**src/dac_cfg_pkg.sv**
```systemverilog
package dac_cfg_pkg;
  // Register offsets on the serial configuration port
  localparam logic [6:0]  DP_CTRL_ADDR    = 7'h02;
  localparam logic [6:0]  OUT_CTRL_ADDR   = 7'h03;
  // Reset values and writable bit masks
  localparam logic [15:0] DP_CTRL_RESET   = 16'h7000;
  localparam logic [15:0] OUT_CTRL_RESET  = 16'hf000;
  localparam logic [15:0] DP_CTRL_MASK    = 16'hf0fa;
  localparam logic [15:0] OUT_CTRL_MASK   = 16'hf001;
  // Datapath control field positions
  localparam int WORD_WIDE_BIT      = 15;
  localparam int DACCLK_MUTE_BIT    = 14;
  localparam int DATACLK_MUTE_BIT   = 13;
  localparam int COLLISION_MUTE_BIT = 12;
  localparam int FOUR_WIRE_BIT      = 7;
  localparam int MIXER_ENA_BIT      = 6;
  localparam int MIXER_GAIN_BIT     = 5;
  localparam int NCO_ENA_BIT        = 4;
  localparam int REV_BUS_BIT        = 3;
  localparam int TWOS_BIT           = 1;
  // Output control field positions
  localparam int FS_STEP_MSB        = 15;
  localparam int FS_STEP_LSB        = 12;
  localparam int SW_TX_BIT          = 0;
  // Alarm mask bit positions
  localparam int MASK_COLLISION_BIT = 13;
  localparam int MASK_DACCLK_BIT    = 10;
  localparam int MASK_DATACLK_BIT   = 9;
  localparam int MASK_OUTPUT_BIT    = 8;
  // Codes and serial frame layout
  localparam logic [15:0] MIDSCALE_CODE  = 16'h8000;
  localparam logic [4:0]  INSTR_BITS     = 5'h08;
  localparam logic [4:0]  FRAME_BITS     = 5'h18;
endpackage

```
**src/sif_slave.sv**
```systemverilog
`timescale 1ns/10ps
module sif_slave (
  input  wire logic        mclk_in,
  input  wire logic        sys_rst_in,
  input  wire logic        sclk_in,
  input  wire logic        sden_n_in,
  input  wire logic        sdio_in,
  output logic             sdio_out,
  output logic             sdio_oe_out,
  output logic             sdo_out,
  output logic             sdo_oe_out,
  input  wire logic        four_wire_in,
  input  wire logic [15:0] rdata_in,
  output logic             wr_out,
  output logic [6:0]       addr_out,
  output logic [15:0]      wdata_out
);
  logic [2:0]  sclk_sync_reg;
  logic [2:0]  sden_sync_reg;
  logic [2:0]  sdio_sync_reg;
  logic        sclk_lvl_reg;
  logic        sden_lvl_reg;
  logic        sclk_rise;
  logic        sclk_fall;
  logic [4:0]  bit_cnt_reg;
  logic        read_reg;
  logic [15:0] shift_in_reg;
  logic [15:0] shift_out_reg;
  logic        drive_reg;

  ////////////////////////////////////////////////////////////////////////////
  // Three-stage synchronisers; stage one feeds only stage two
  always_ff @(posedge mclk_in or posedge sys_rst_in) begin
    if (sys_rst_in) begin
      sclk_sync_reg <= 3'h0;
      sden_sync_reg <= 3'h7;
      sdio_sync_reg <= 3'h0;
    end else begin
      sclk_sync_reg <= {sclk_sync_reg[1:0], sclk_in};
      sden_sync_reg <= {sden_sync_reg[1:0], sden_n_in};
      sdio_sync_reg <= {sdio_sync_reg[1:0], sdio_in};
    end
  end

  // Accept a level change only once stages two and three agree
  always_ff @(posedge mclk_in or posedge sys_rst_in) begin
    if (sys_rst_in) begin
      sclk_lvl_reg <= 1'b0;
      sden_lvl_reg <= 1'b1;
    end else begin
      if (sclk_sync_reg[1] == sclk_sync_reg[2]) sclk_lvl_reg <= sclk_sync_reg[2];
      if (sden_sync_reg[1] == sden_sync_reg[2]) sden_lvl_reg <= sden_sync_reg[2];
    end
  end

  assign sclk_rise = (sclk_sync_reg[1] == sclk_sync_reg[2]) && sclk_sync_reg[2] && !sclk_lvl_reg;
  assign sclk_fall = (sclk_sync_reg[1] == sclk_sync_reg[2]) && !sclk_sync_reg[2] && sclk_lvl_reg;

  ////////////////////////////////////////////////////////////////////////////
  // Frame: instruction byte (read flag, 7-bit address), then 16 data bits
  always_ff @(posedge mclk_in or posedge sys_rst_in) begin
    if (sys_rst_in) begin
      bit_cnt_reg  <= 5'h00;
      read_reg     <= 1'b0;
      shift_in_reg <= 16'h0000;
      addr_out     <= 7'h00;
      wdata_out    <= 16'h0000;
      wr_out       <= 1'b0;
    end else begin
      wr_out <= 1'b0;
      if (sden_lvl_reg) begin
        bit_cnt_reg <= 5'h00;
      end else if (sclk_rise && bit_cnt_reg != dac_cfg_pkg::FRAME_BITS) begin
        bit_cnt_reg  <= bit_cnt_reg + 5'h01;
        shift_in_reg <= {shift_in_reg[14:0], sdio_sync_reg[2]};
        if (bit_cnt_reg == dac_cfg_pkg::INSTR_BITS - 5'h01) begin
          read_reg <= shift_in_reg[6];
          addr_out <= {shift_in_reg[5:0], sdio_sync_reg[2]};
        end
        if (bit_cnt_reg == dac_cfg_pkg::FRAME_BITS - 5'h01 && !read_reg) begin
          wdata_out <= {shift_in_reg[14:0], sdio_sync_reg[2]};
          wr_out    <= 1'b1;
        end
      end
    end
  end

  // Read data launched on falling edges so the host samples on rising ones
  always_ff @(posedge mclk_in or posedge sys_rst_in) begin
    if (sys_rst_in) begin
      shift_out_reg <= 16'h0000;
      drive_reg     <= 1'b0;
    end else if (sden_lvl_reg) begin
      drive_reg <= 1'b0;
    end else if (sclk_fall && read_reg && bit_cnt_reg >= dac_cfg_pkg::INSTR_BITS) begin
      if (!drive_reg) shift_out_reg <= rdata_in;
      else shift_out_reg <= {shift_out_reg[14:0], 1'b0};
      drive_reg <= 1'b1;
    end
  end

  // Three-wire turns the data pin round; four-wire uses the separate output
  assign sdio_out    = shift_out_reg[15];
  assign sdo_out     = shift_out_reg[15];
  assign sdio_oe_out = drive_reg && !four_wire_in;
  assign sdo_oe_out  = drive_reg && four_wire_in;
endmodule

```
**src/dac_datapath_config_regs.sv**
```systemverilog
`timescale 1ns/10ps
// Behaviour
// - Bit 15 selects word or byte input
// - Bit 14 lets conversion-clock loss mute
// - Bit 13 lets input-clock loss mute
// - Bit 12 lets FIFO collision mute
// - Bit 7 picks four-wire serial port
// - Bit 6 enables the mixer
// - Bit 5 adds 6 dB mixer gain
// - Bit 4 enables the numeric oscillator
// - Bit 3 reverses input bus order
// - Bit 1 selects two's complement input
// - Datapath control at 0x02, resets 0x7000
// - Output control at 0x03, resets 0xf000
// - Bits 15:12 set full-scale step
// - Software bit or pin enables transmit
// - Transmit off when both low or pattern test on
// - Muted outputs carry midscale code
// - Pattern checker test deactivates outputs
module dac_datapath_config_regs (
  input  wire logic        mclk_in,
  input  wire logic        sys_rst_in,
  input  wire logic        sclk_in,
  input  wire logic        sden_n_in,
  input  wire logic        sdio_in,
  output logic             sdio_out,
  output logic             sdio_oe_out,
  output logic             sdo_out,
  output logic             sdo_oe_out,
  input  wire logic        tx_enable_pin_in,
  input  wire logic        iotest_ena_in,
  input  wire logic [15:0] alarm_mask_reg_in,
  input  wire logic        dacclk_gone_in,
  input  wire logic        dataclk_gone_in,
  input  wire logic        fifo_collision_in,
  input  wire logic [15:0] din_in,
  output logic             word_wide_input_out,
  output logic             serial_four_wire_sel_out,
  output logic             mixer_enable_out,
  output logic             mixer_gain_out,
  output logic             nco_enable_out,
  output logic [4:0]       fs_step_out,
  output logic             tx_active_out,
  output logic             output_muted_out,
  output logic [15:0]      dac_code_out
);
  logic [15:0] dp_ctrl_reg;
  logic [15:0] out_ctrl_reg;
  logic        wr;
  logic [6:0]  addr;
  logic [15:0] wdata;
  logic [15:0] rdata;
  logic [2:0]  tx_sync_reg;
  logic        tx_pin_lvl_reg;
  logic        tx_reg;
  logic        mute_reg;
  logic        mute_next;
  logic        byte_phase_reg;
  logic [7:0]  byte_hi_reg;
  logic [15:0] word_in;
  logic        word_vld;
  logic [15:0] order_reg;
  logic        order_vld_reg;
  logic [15:0] signed_reg;
  logic [15:0] gain_reg;
  logic [15:0] dac_reg;

  // Reverse the bit order of a 16-bit word
  function automatic logic [15:0] bit_rev(input logic [15:0] w);
    logic [15:0] r;
    r = 16'h0000;
    for (int i = 0; i < 16; i++) r[i] = w[15-i];
    return r;
  endfunction

  // Signed doubling with saturation at the rails
  // Clipping beats wrapping: a wrapped peak would flip polarity
  function automatic logic [15:0] sat_double(input logic [15:0] s);
    logic [15:0] d;
    d = {s[14:0], 1'b0};
    if (s[15] != s[14]) d = s[15] ? 16'h8000 : 16'h7fff;
    return d;
  endfunction

  ////////////////////////////////////////////////////////////////////////////
  // Serial configuration port
  sif_slave u_sif (
    .mclk_in      (mclk_in),
    .sys_rst_in   (sys_rst_in),
    .sclk_in      (sclk_in),
    .sden_n_in    (sden_n_in),
    .sdio_in      (sdio_in),
    .sdio_out     (sdio_out),
    .sdio_oe_out  (sdio_oe_out),
    .sdo_out      (sdo_out),
    .sdo_oe_out   (sdo_oe_out),
    .four_wire_in (dp_ctrl_reg[dac_cfg_pkg::FOUR_WIRE_BIT]),
    .rdata_in     (rdata),
    .wr_out       (wr),
    .addr_out     (addr),
    .wdata_out    (wdata)
  );

  ////////////////////////////////////////////////////////////////////////////
  // datapath control storage
  // Reserved positions are not stored, so they read back zero
  always_ff @(posedge mclk_in or posedge sys_rst_in) begin
    if (sys_rst_in) dp_ctrl_reg <= dac_cfg_pkg::DP_CTRL_RESET;
    else if (wr && addr == dac_cfg_pkg::DP_CTRL_ADDR)
      dp_ctrl_reg <= wdata & dac_cfg_pkg::DP_CTRL_MASK;
  end

  always_ff @(posedge mclk_in or posedge sys_rst_in) begin
    if (sys_rst_in) out_ctrl_reg <= dac_cfg_pkg::OUT_CTRL_RESET;
    else if (wr && addr == dac_cfg_pkg::OUT_CTRL_ADDR)
      out_ctrl_reg <= wdata & dac_cfg_pkg::OUT_CTRL_MASK;
  end

  // Read mux; unmapped addresses answer zero
  always_comb begin
    rdata = 16'h0000;
    if (addr == dac_cfg_pkg::DP_CTRL_ADDR) rdata = dp_ctrl_reg;
    else if (addr == dac_cfg_pkg::OUT_CTRL_ADDR) rdata = out_ctrl_reg;
  end

  ////////////////////////////////////////////////////////////////////////////
  // Control levels out to the datapath
  // input width select
  assign word_wide_input_out      = dp_ctrl_reg[dac_cfg_pkg::WORD_WIDE_BIT];
  assign serial_four_wire_sel_out = dp_ctrl_reg[dac_cfg_pkg::FOUR_WIRE_BIT];
  assign mixer_enable_out         = dp_ctrl_reg[dac_cfg_pkg::MIXER_ENA_BIT];
  assign mixer_gain_out           = dp_ctrl_reg[dac_cfg_pkg::MIXER_GAIN_BIT];
  // oscillator enable, independent of coarse mixing
  assign nco_enable_out           = dp_ctrl_reg[dac_cfg_pkg::NCO_ENA_BIT];
  assign fs_step_out = {1'b0, out_ctrl_reg[dac_cfg_pkg::FS_STEP_MSB:dac_cfg_pkg::FS_STEP_LSB]}
                       + 5'h01;
  assign tx_active_out    = tx_reg;
  assign output_muted_out = mute_reg;
  assign dac_code_out     = dac_reg;

  ////////////////////////////////////////////////////////////////////////////
  // Transmit pin comes from off-chip: three flops, filtered level
  always_ff @(posedge mclk_in or posedge sys_rst_in) begin
    if (sys_rst_in) begin
      tx_sync_reg    <= 3'h0;
      tx_pin_lvl_reg <= 1'b0;
    end else begin
      tx_sync_reg <= {tx_sync_reg[1:0], tx_enable_pin_in};
      if (tx_sync_reg[1] == tx_sync_reg[2]) tx_pin_lvl_reg <= tx_sync_reg[2];
    end
  end

  // software bit ORed with the pin
  // off when both sources are low or iotest_ena_in is high
  always_ff @(posedge mclk_in or posedge sys_rst_in) begin
    if (sys_rst_in) tx_reg <= 1'b0;
    else tx_reg <= (out_ctrl_reg[dac_cfg_pkg::SW_TX_BIT] | tx_pin_lvl_reg) & ~iotest_ena_in;
  end

  ////////////////////////////////////////////////////////////////////////////
  // conversion-clock loss, input-clock loss, collision
  // A source counts only while it and the muted flag are unmasked
  always_comb begin
    mute_next = 1'b0;
    if (dp_ctrl_reg[dac_cfg_pkg::DACCLK_MUTE_BIT] && dacclk_gone_in
        && !alarm_mask_reg_in[dac_cfg_pkg::MASK_DACCLK_BIT]) mute_next = 1'b1;
    if (dp_ctrl_reg[dac_cfg_pkg::DATACLK_MUTE_BIT] && dataclk_gone_in
        && !alarm_mask_reg_in[dac_cfg_pkg::MASK_DATACLK_BIT]) mute_next = 1'b1;
    if (dp_ctrl_reg[dac_cfg_pkg::COLLISION_MUTE_BIT] && fifo_collision_in
        && !alarm_mask_reg_in[dac_cfg_pkg::MASK_COLLISION_BIT]) mute_next = 1'b1;
    if (alarm_mask_reg_in[dac_cfg_pkg::MASK_OUTPUT_BIT]) mute_next = 1'b0;
  end

  always_ff @(posedge mclk_in or posedge sys_rst_in) begin
    if (sys_rst_in) mute_reg <= 1'b0;
    else mute_reg <= mute_next;
  end

  ////////////////////////////////////////////////////////////////////////////
  // byte mode: high byte on low lane first, then low byte
  always_ff @(posedge mclk_in or posedge sys_rst_in) begin
    if (sys_rst_in) begin
      byte_phase_reg <= 1'b0;
      byte_hi_reg    <= 8'h00;
    end else if (word_wide_input_out) begin
      byte_phase_reg <= 1'b0;
    end else begin
      byte_phase_reg <= ~byte_phase_reg;
      if (!byte_phase_reg) byte_hi_reg <= din_in[7:0];
    end
  end

  assign word_in  = word_wide_input_out ? din_in : {byte_hi_reg, din_in[7:0]};
  assign word_vld = word_wide_input_out | byte_phase_reg;

  // Four edges from sample to code: order, sign, gain, output
  // bus reversal applied to the assembled word
  always_ff @(posedge mclk_in or posedge sys_rst_in) begin
    if (sys_rst_in) begin
      order_reg     <= 16'h0000;
      order_vld_reg <= 1'b0;
    end else begin
      order_vld_reg <= word_vld;
      if (word_vld) order_reg <= dp_ctrl_reg[dac_cfg_pkg::REV_BUS_BIT] ? bit_rev(word_in)
                                                                         : word_in;
    end
  end

  // offset binary flips its sign bit to become two's complement
  always_ff @(posedge mclk_in or posedge sys_rst_in) begin
    if (sys_rst_in) signed_reg <= 16'h0000;
    else if (order_vld_reg)
      signed_reg <= dp_ctrl_reg[dac_cfg_pkg::TWOS_BIT] ? order_reg
                                                        : order_reg ^ dac_cfg_pkg::MIDSCALE_CODE;
  end

  // gain only on the mixer path; saturates rather than wraps
  always_ff @(posedge mclk_in or posedge sys_rst_in) begin
    if (sys_rst_in) gain_reg <= 16'h0000;
    else gain_reg <= (mixer_enable_out && mixer_gain_out) ? sat_double(signed_reg) : signed_reg;
  end

  // muted or idle outputs hold midscale; converter takes offset binary
  always_ff @(posedge mclk_in or posedge sys_rst_in) begin
    if (sys_rst_in) dac_reg <= dac_cfg_pkg::MIDSCALE_CODE;
    else if (mute_reg || !tx_reg) dac_reg <= dac_cfg_pkg::MIDSCALE_CODE;
    else dac_reg <= gain_reg ^ dac_cfg_pkg::MIDSCALE_CODE;
  end
endmodule

```
**config.mk**
```make
export PLATFORM = sky130hd
export DESIGN_NAME = dac_datapath_config_regs
export DESIGN_NICKNAME = d
export VERILOG_FILES = /design/src/dac_cfg_pkg.sv /design/src/sif_slave.sv /design/src/dac_datapath_config_regs.sv
export SDC_FILE = /design/constraint.sdc
export NUM_CORES = 1
export LEC_CHECK = 0
export BUFFER_PORTS_ARGS = -buffer_cell sky130_fd_sc_hd__buf_2
export CAP_MARGIN = 20
export CELL_PAD_IN_SITES_DETAIL_PLACEMENT = 1
export CELL_PAD_IN_SITES_GLOBAL_PLACEMENT = 1
export CORE_MARGIN = 1.5
export CORE_UTILIZATION = 48
export DETAILED_ROUTE_END_ITERATION = 7
export PLACE_DENSITY_LB_ADDON = 0.1
export SLEW_MARGIN = 20
export SYNTH_ARGS = -nofsm -noshare
export SYNTH_HDL_FRONTEND = slang
export SYNTH_SLANG_ARGS = --single-unit
```
**constraint.sdc**
```tcl
create_clock -name mclk_in -period 6.7 [get_ports mclk_in]
set_clock_uncertainty 0.1 [all_clocks]
set_input_delay 1.005 -clock mclk_in [delete_from_list [all_inputs] [get_ports mclk_in]]
set_output_delay 1.005 -clock mclk_in [all_outputs]
set_load 0.005 [all_outputs]
```
* Word-level counts from Yosys, hierarchy flattened
Cells that the tools add are included.
Widths: inputs -> output; s select.
** Word-level totals
- Register bits after elaboration :: 168
- Bits of input ports :: 42
** Cells by class
- Add/subtract/negate cells :: 2
- Magnitude comparators :: 1
- Equality and inequality tests :: 9
- Mux-type cells :: 22
- Bitwise operators :: 9
- Reduce and logical (&&, ||, !) cells :: 35
** Operators by type and width (count)
- $mux 16 :: 10
- $logic_and 1x1->1 :: 19
- $eq 7x2->1 const B :: 2
- $mux 1 :: 10
- $mux 5 :: 2
- $logic_not 1->1 :: 8
- $not 1->1 :: 6
- $reduce_and 2->1 :: 3
- $reduce_and 3->1 :: 2
- $add 4x1->5 const B :: 1
- $add 5x1->5 const B :: 1
- $eq 5x3->1 const B :: 1
- $eq 5x5->1 const B :: 1
- $ge 5x4->1 const B :: 1
- $ne 5x5->1 const B :: 1
- $reduce_bool 2->1 :: 2
- $eq 1x1->1 :: 3
- $or 1x1->1 :: 2
- $and 1x1->1 :: 1
- $logic_or 1x1->1 :: 1
- $ne 1x1->1 :: 1

* Longest topological paths before layout
- Word-level depth :: 7
- Depth in mapped cells :: 6
- Mapped depth without buffers :: 5

* Modules after synthesis
Synthesis repeated with hierarchy kept, for this count alone.
** Second synthesis, totals
- Cell total of the unflattened synthesis :: 517
- Area total of the unflattened synthesis :: 7075.5 sq um
** By module, submodules not included
- dac_datapath_config_regs :: instances 1, cells an instance 322, area an instance 4056.4 sq um, sequential area each 2387.3 sq um
- sif_slave :: instances 1, cells an instance 195, area an instance 3019.1 sq um, sequential area each 1831.8 sq um

* Least setup slack after synthesis
OpenSTA, ideal clock, no wires.
- Path kind :: register to output
- Start :: register out_ctrl_reg[12]
- End :: output port fs_step_out[2]
- Data arrival time :: 0.867 ns
- Data required time :: 5.595 ns
- Slack :: 4.728 ns
- Stages on the path, launching flop included :: 3
- Cells stage by stage :: dfstp_2 ha_1 xor2_1
** On the way
- Word-level cells in the longest chain between the ends :: 1
** Ends and longest elaborated chain
- start, declared :: RTL line dac_datapath_config_regs.sv:48 : logic [15:0] out_ctrl_reg;
- start signal, assigned :: RTL line dac_datapath_config_regs.sv:114 : if (sys_rst_in) out_ctrl_reg <= dac_cfg_pkg::OUT_CTRL_RESET;
- start signal, assigned :: RTL line dac_datapath_config_regs.sv:116 : out_ctrl_reg <= wdata & dac_cfg_pkg::OUT_CTRL_MASK;
- $add 4x1->5 :: RTL line dac_datapath_config_regs.sv:136 : + 5'h01;
- end, declared :: RTL line dac_datapath_config_regs.sv:42 : output logic [4:0] fs_step_out,
No other way between the ends.

* Worst setup path in the final report
- Start :: register u_sif.drive_reg
- End :: output port sdio_oe_out
** On the way
- Word-level cells in the longest chain between the ends :: 1
** Ends and longest elaborated chain
- start, declared :: RTL line sif_slave.sv:29 : logic drive_reg;
- start signal, assigned :: RTL line sif_slave.sv:92 : drive_reg <= 1'b0;
- start signal, assigned :: RTL line sif_slave.sv:94 : drive_reg <= 1'b0;
- start signal, assigned :: RTL line sif_slave.sv:98 : drive_reg <= 1'b1;
- $logic_and 1x1->1 :: RTL line sif_slave.sv:105 : assign sdio_oe_out = drive_reg && !four_wire_in;
- end, declared :: RTL line dac_datapath_config_regs.sv:27 : output logic sdio_oe_out,
No other way between the ends.

==> results.md <==
- # DRC: 0
- Synth Area in XOR/XNOR: 0.00393
- Syn Std Cell Area: approximately 0.0067 mm^2
- Mean Syn Cell Area: 13.3 um^2
- CTS tree: built
- Post-synthesis simple-gate area fraction: 0.0818
- Cells after DPL: 718
- Worst R2R Path Depth: 3
- Clk_lat worst skew: 0.42 ns
- Starting Density: 0.499
- Synth unique cells: 49
- GPL Wtd Cong: roughly 0.77
- DR vias: just over 4000
- CTS Sinks: 163
- Worst setup path end: sdio_oe_out
- HP Class: reg2reg
- Crit start category: register
- Die extent in y: roughly 120 um
- Syn Nets: roughly 550
- GR Util All Layers: 0.195
- Worst slew pin tran: just over 1 ns
- Synth area leader: dfrtp_1
- Synthesized instance count: between 500 and 600
- Status: finished clean
- Post-placement setup slack: 4.00 ns
- YS warnings: 0
- Routed WL: between 10000 and 15000 um
- Worst Slack Setup Final: 3.99 ns
- RR Startpoint: u_sif.addr_out[2]$_DFFE_PP0P_
- Unrepaired setup endpoints after global routing: no
- Die W: between 100 and 150 um
- Clock slew at reported path FFs: approximately 0.06 ns
- Mux share of post-synthesis cell area: 0.182
- ANT cells: 0
- Area contributors post-synth: dfrtp_1 (57%), mux2_2 (13%), dfstp_2 (4.7%)
- Grt total ovfl: 0
- Final worst path period share: 0.405
- Critical setup path kind: reg2out
- Seq cells post-synth: about 160
- Synth Flop Type: dfrtp_1
- Pwr per Cell Area: around 260 mW/mm^2
- NumNets Final: between 600 and 700
- Final Max Tran Viols: 0
- Reg2Reg Setup Slack: 4.33 ns
- H-tree levels: 4
- Drt wl/cell: 17.1 um
- Cell row count: 42
- Final min period: approximately 2.7 ns
- First-pass GRT wire length: roughly 22000 um
- Setup_tns: 0 ns
- I/O Buffers: between 60 and 70
- WP data arrival: ~1.6 ns
- Vias in the first global route: 4332
- Crit end category: output pin
- Antenna violations before repair: 0
- Layout cells sized above 1: 0.341
- Fmax: around 370 MHz
- Antenna-violating nets left: 0
- Ys async rst share: 1.00
- Die footprint: about 0.015 mm^2
- CP max FO: 21
- Top-Level Pins: 74
- Relative slew margins: 0.323
- Crit path launch: u_sif.drive_reg$_DFFE_PP0P_
- Crit path required time: about 5.6 ns
- Initial DRC Count: roughly 260
- Final setup viols: 0
- Peak supply drop: around 0.16 mV
- Share of the synthesized area in the top cell type: 0.565
- Core box area: between 0.01 and 0.015 mm^2
- Drt pass-1 iters: 4
- Adder-Cell Fraction of Synth Area: 0.0180
- Clock root buffer: clkbuf_16
- Reg2reg end: dp_ctrl_reg[3]$_DFFE_PP0P_
- Leakage Power: approximately 0.0036 uW
- Post-CTS Setup Repair Bufs: 0
- Seq/Total Area, Yosys: 0.612
- Cts hold-fix bufs: 0
- Final Non-Filler Cells: approximately 750
- Max cap viols: 0
- Post_cts resized: 0
- Post-synthesis compound-gate area fraction: 0.0764
- Final hold slack: approximately 0.25 ns
- Fill cells: approximately 1400
- Final core utilization: 0.570
- Number of CTS-inserted buffers: 17
- Longest Clk Path Bufs: 2
- Vias per inst: around 5.4
- Largest family of logic cells by synthesized area: multiplexers
- Largest net degree at the start of global routing: 116
- Layout Area Growth over Synthesis: 14.3%
- Final hold violations: 0
- Dpl hpwl: 8710 um
- Post-synth EDFFs: 0
cell usage after synthesis (all sizes together), types with 3 or more instances:
| cell | number |
|---|---|
| mux2i | 19 |
| dfrtp | 151 |
| or3 | 3 |
| a21o | 6 |
| inv | 15 |
| o41ai | 6 |
| nor2b | 4 |
| a32o | 6 |
| nand2 | 26 |
| dfstp | 12 |
| a211oi | 6 |
| buf | 9 |
| mux2 | 88 |
| a21oi | 34 |
| clkbuf | 16 |
| ha | 8 |
| o21ai | 23 |
| nor2 | 25 |
| nand2b | 3 |
| and2 | 17 |
| nor4 | 3 |
routing by layer:
metal / vias to the layer above / track usage / wire (um)
li1: 1888 / - / -
met1: 2088 / 0.231 / 5390
met2: 47 / 0.344 / 6890
met3: 17 / 0.0409 / 287
met4: 0 / 0.0809 / 250
met5: - / 0 / 0
logic make-up after synthesis:
group | count (synthesis)
AND/OR/NAND/NOR | 96
adder cells (fa/ha/maj) | 10
buffers and inverters | 40
flip-flops | 163
multiplexers | 107
XOR/XNOR | 3
AO/OA/AOI/OAI | 84
layout make-up:
cell class | count | area [um^2] | share of cell area
flip-flops and latches | 163 | 4090 | 0.536
multi-input cells | 300 | 2420 | 0.317
clock buffers | 25 | 465 | 0.0609
repair buffers | 65 | 339 | 0.0444
well taps | 176 | 220 | 0.0288
inverters | 15 | 63.8 | 0.00835
clock inverters | 7 | 37.5 | 0.00491
through the flow:
| step | power [uW] | area [um^2] |
|---|---|---|
| 6_report | 2010 | 7640 |
| 5_1_grt | 2100 | 7640 |
| 4_1_cts | 2040 | 7630 |
| 3_5_place_dp | 1190 | 7120 |
| 3_3_place_gp | 1190 | 7120 |
| 2_1_floorplan | 1150 | 6690 |
how the worst min path moves through the flow:
stage                     slack, ns                             start                                to  depth (start not counted)
after floorplan                0.23          tx_sync_reg[0]$_DFF_PP0_          tx_sync_reg[1]$_DFF_PP0_                          0
after global placement         0.23  u_sif.sdio_sync_reg[1]$_DFF_PP0_  u_sif.sdio_sync_reg[2]$_DFF_PP0_                          0
after detailed placement       0.24  u_sif.sclk_sync_reg[0]$_DFF_PP0_  u_sif.sclk_sync_reg[1]$_DFF_PP0_                          0
after CTS                      0.25          tx_sync_reg[0]$_DFF_PP0_          tx_sync_reg[1]$_DFF_PP0_                          0
after global routing           0.26  u_sif.sden_sync_reg[0]$_DFF_PP1_  u_sif.sden_sync_reg[1]$_DFF_PP1_                          0
final                          0.25          tx_sync_reg[0]$_DFF_PP0_          tx_sync_reg[1]$_DFF_PP0_                          0
critical path, cell delays in order (launching register included):
cell	delay, ns
dfrtp_1	0.75
inv_1	0.20
nor2_1	0.12
buf_2	0.12
cells in the final DEF, fill, tap and decap left out, types with 3 or more instances in the layout:
cell type and instances:
clkinv_2 6, buf_4 3, mux2_4 9, ha_1 8, nor2_1 23, dfrtp_1 151
nor2b_1 4, a21o_1 6, o41ai_1 6, or3_1 3, nand2b_1 3, buf_2 61
a211oi_1 6, a21oi_1 34, dfstp_2 12, mux2_1 4, inv_1 13, clkbuf_16 17
nand2_1 26, o21ai_0 23, mux2_2 75, clkbuf_1 7, and2_1 17, a32o_1 6
mux2i_1 19
power breakdown:
group	internal (uW)	total, uW	switching, uW
Sequential	1030	1070	34.6
Clock	479	835	356
Combinational	50.0	105	55.1
No activity file was read; power rests on OpenSTA's default activity.
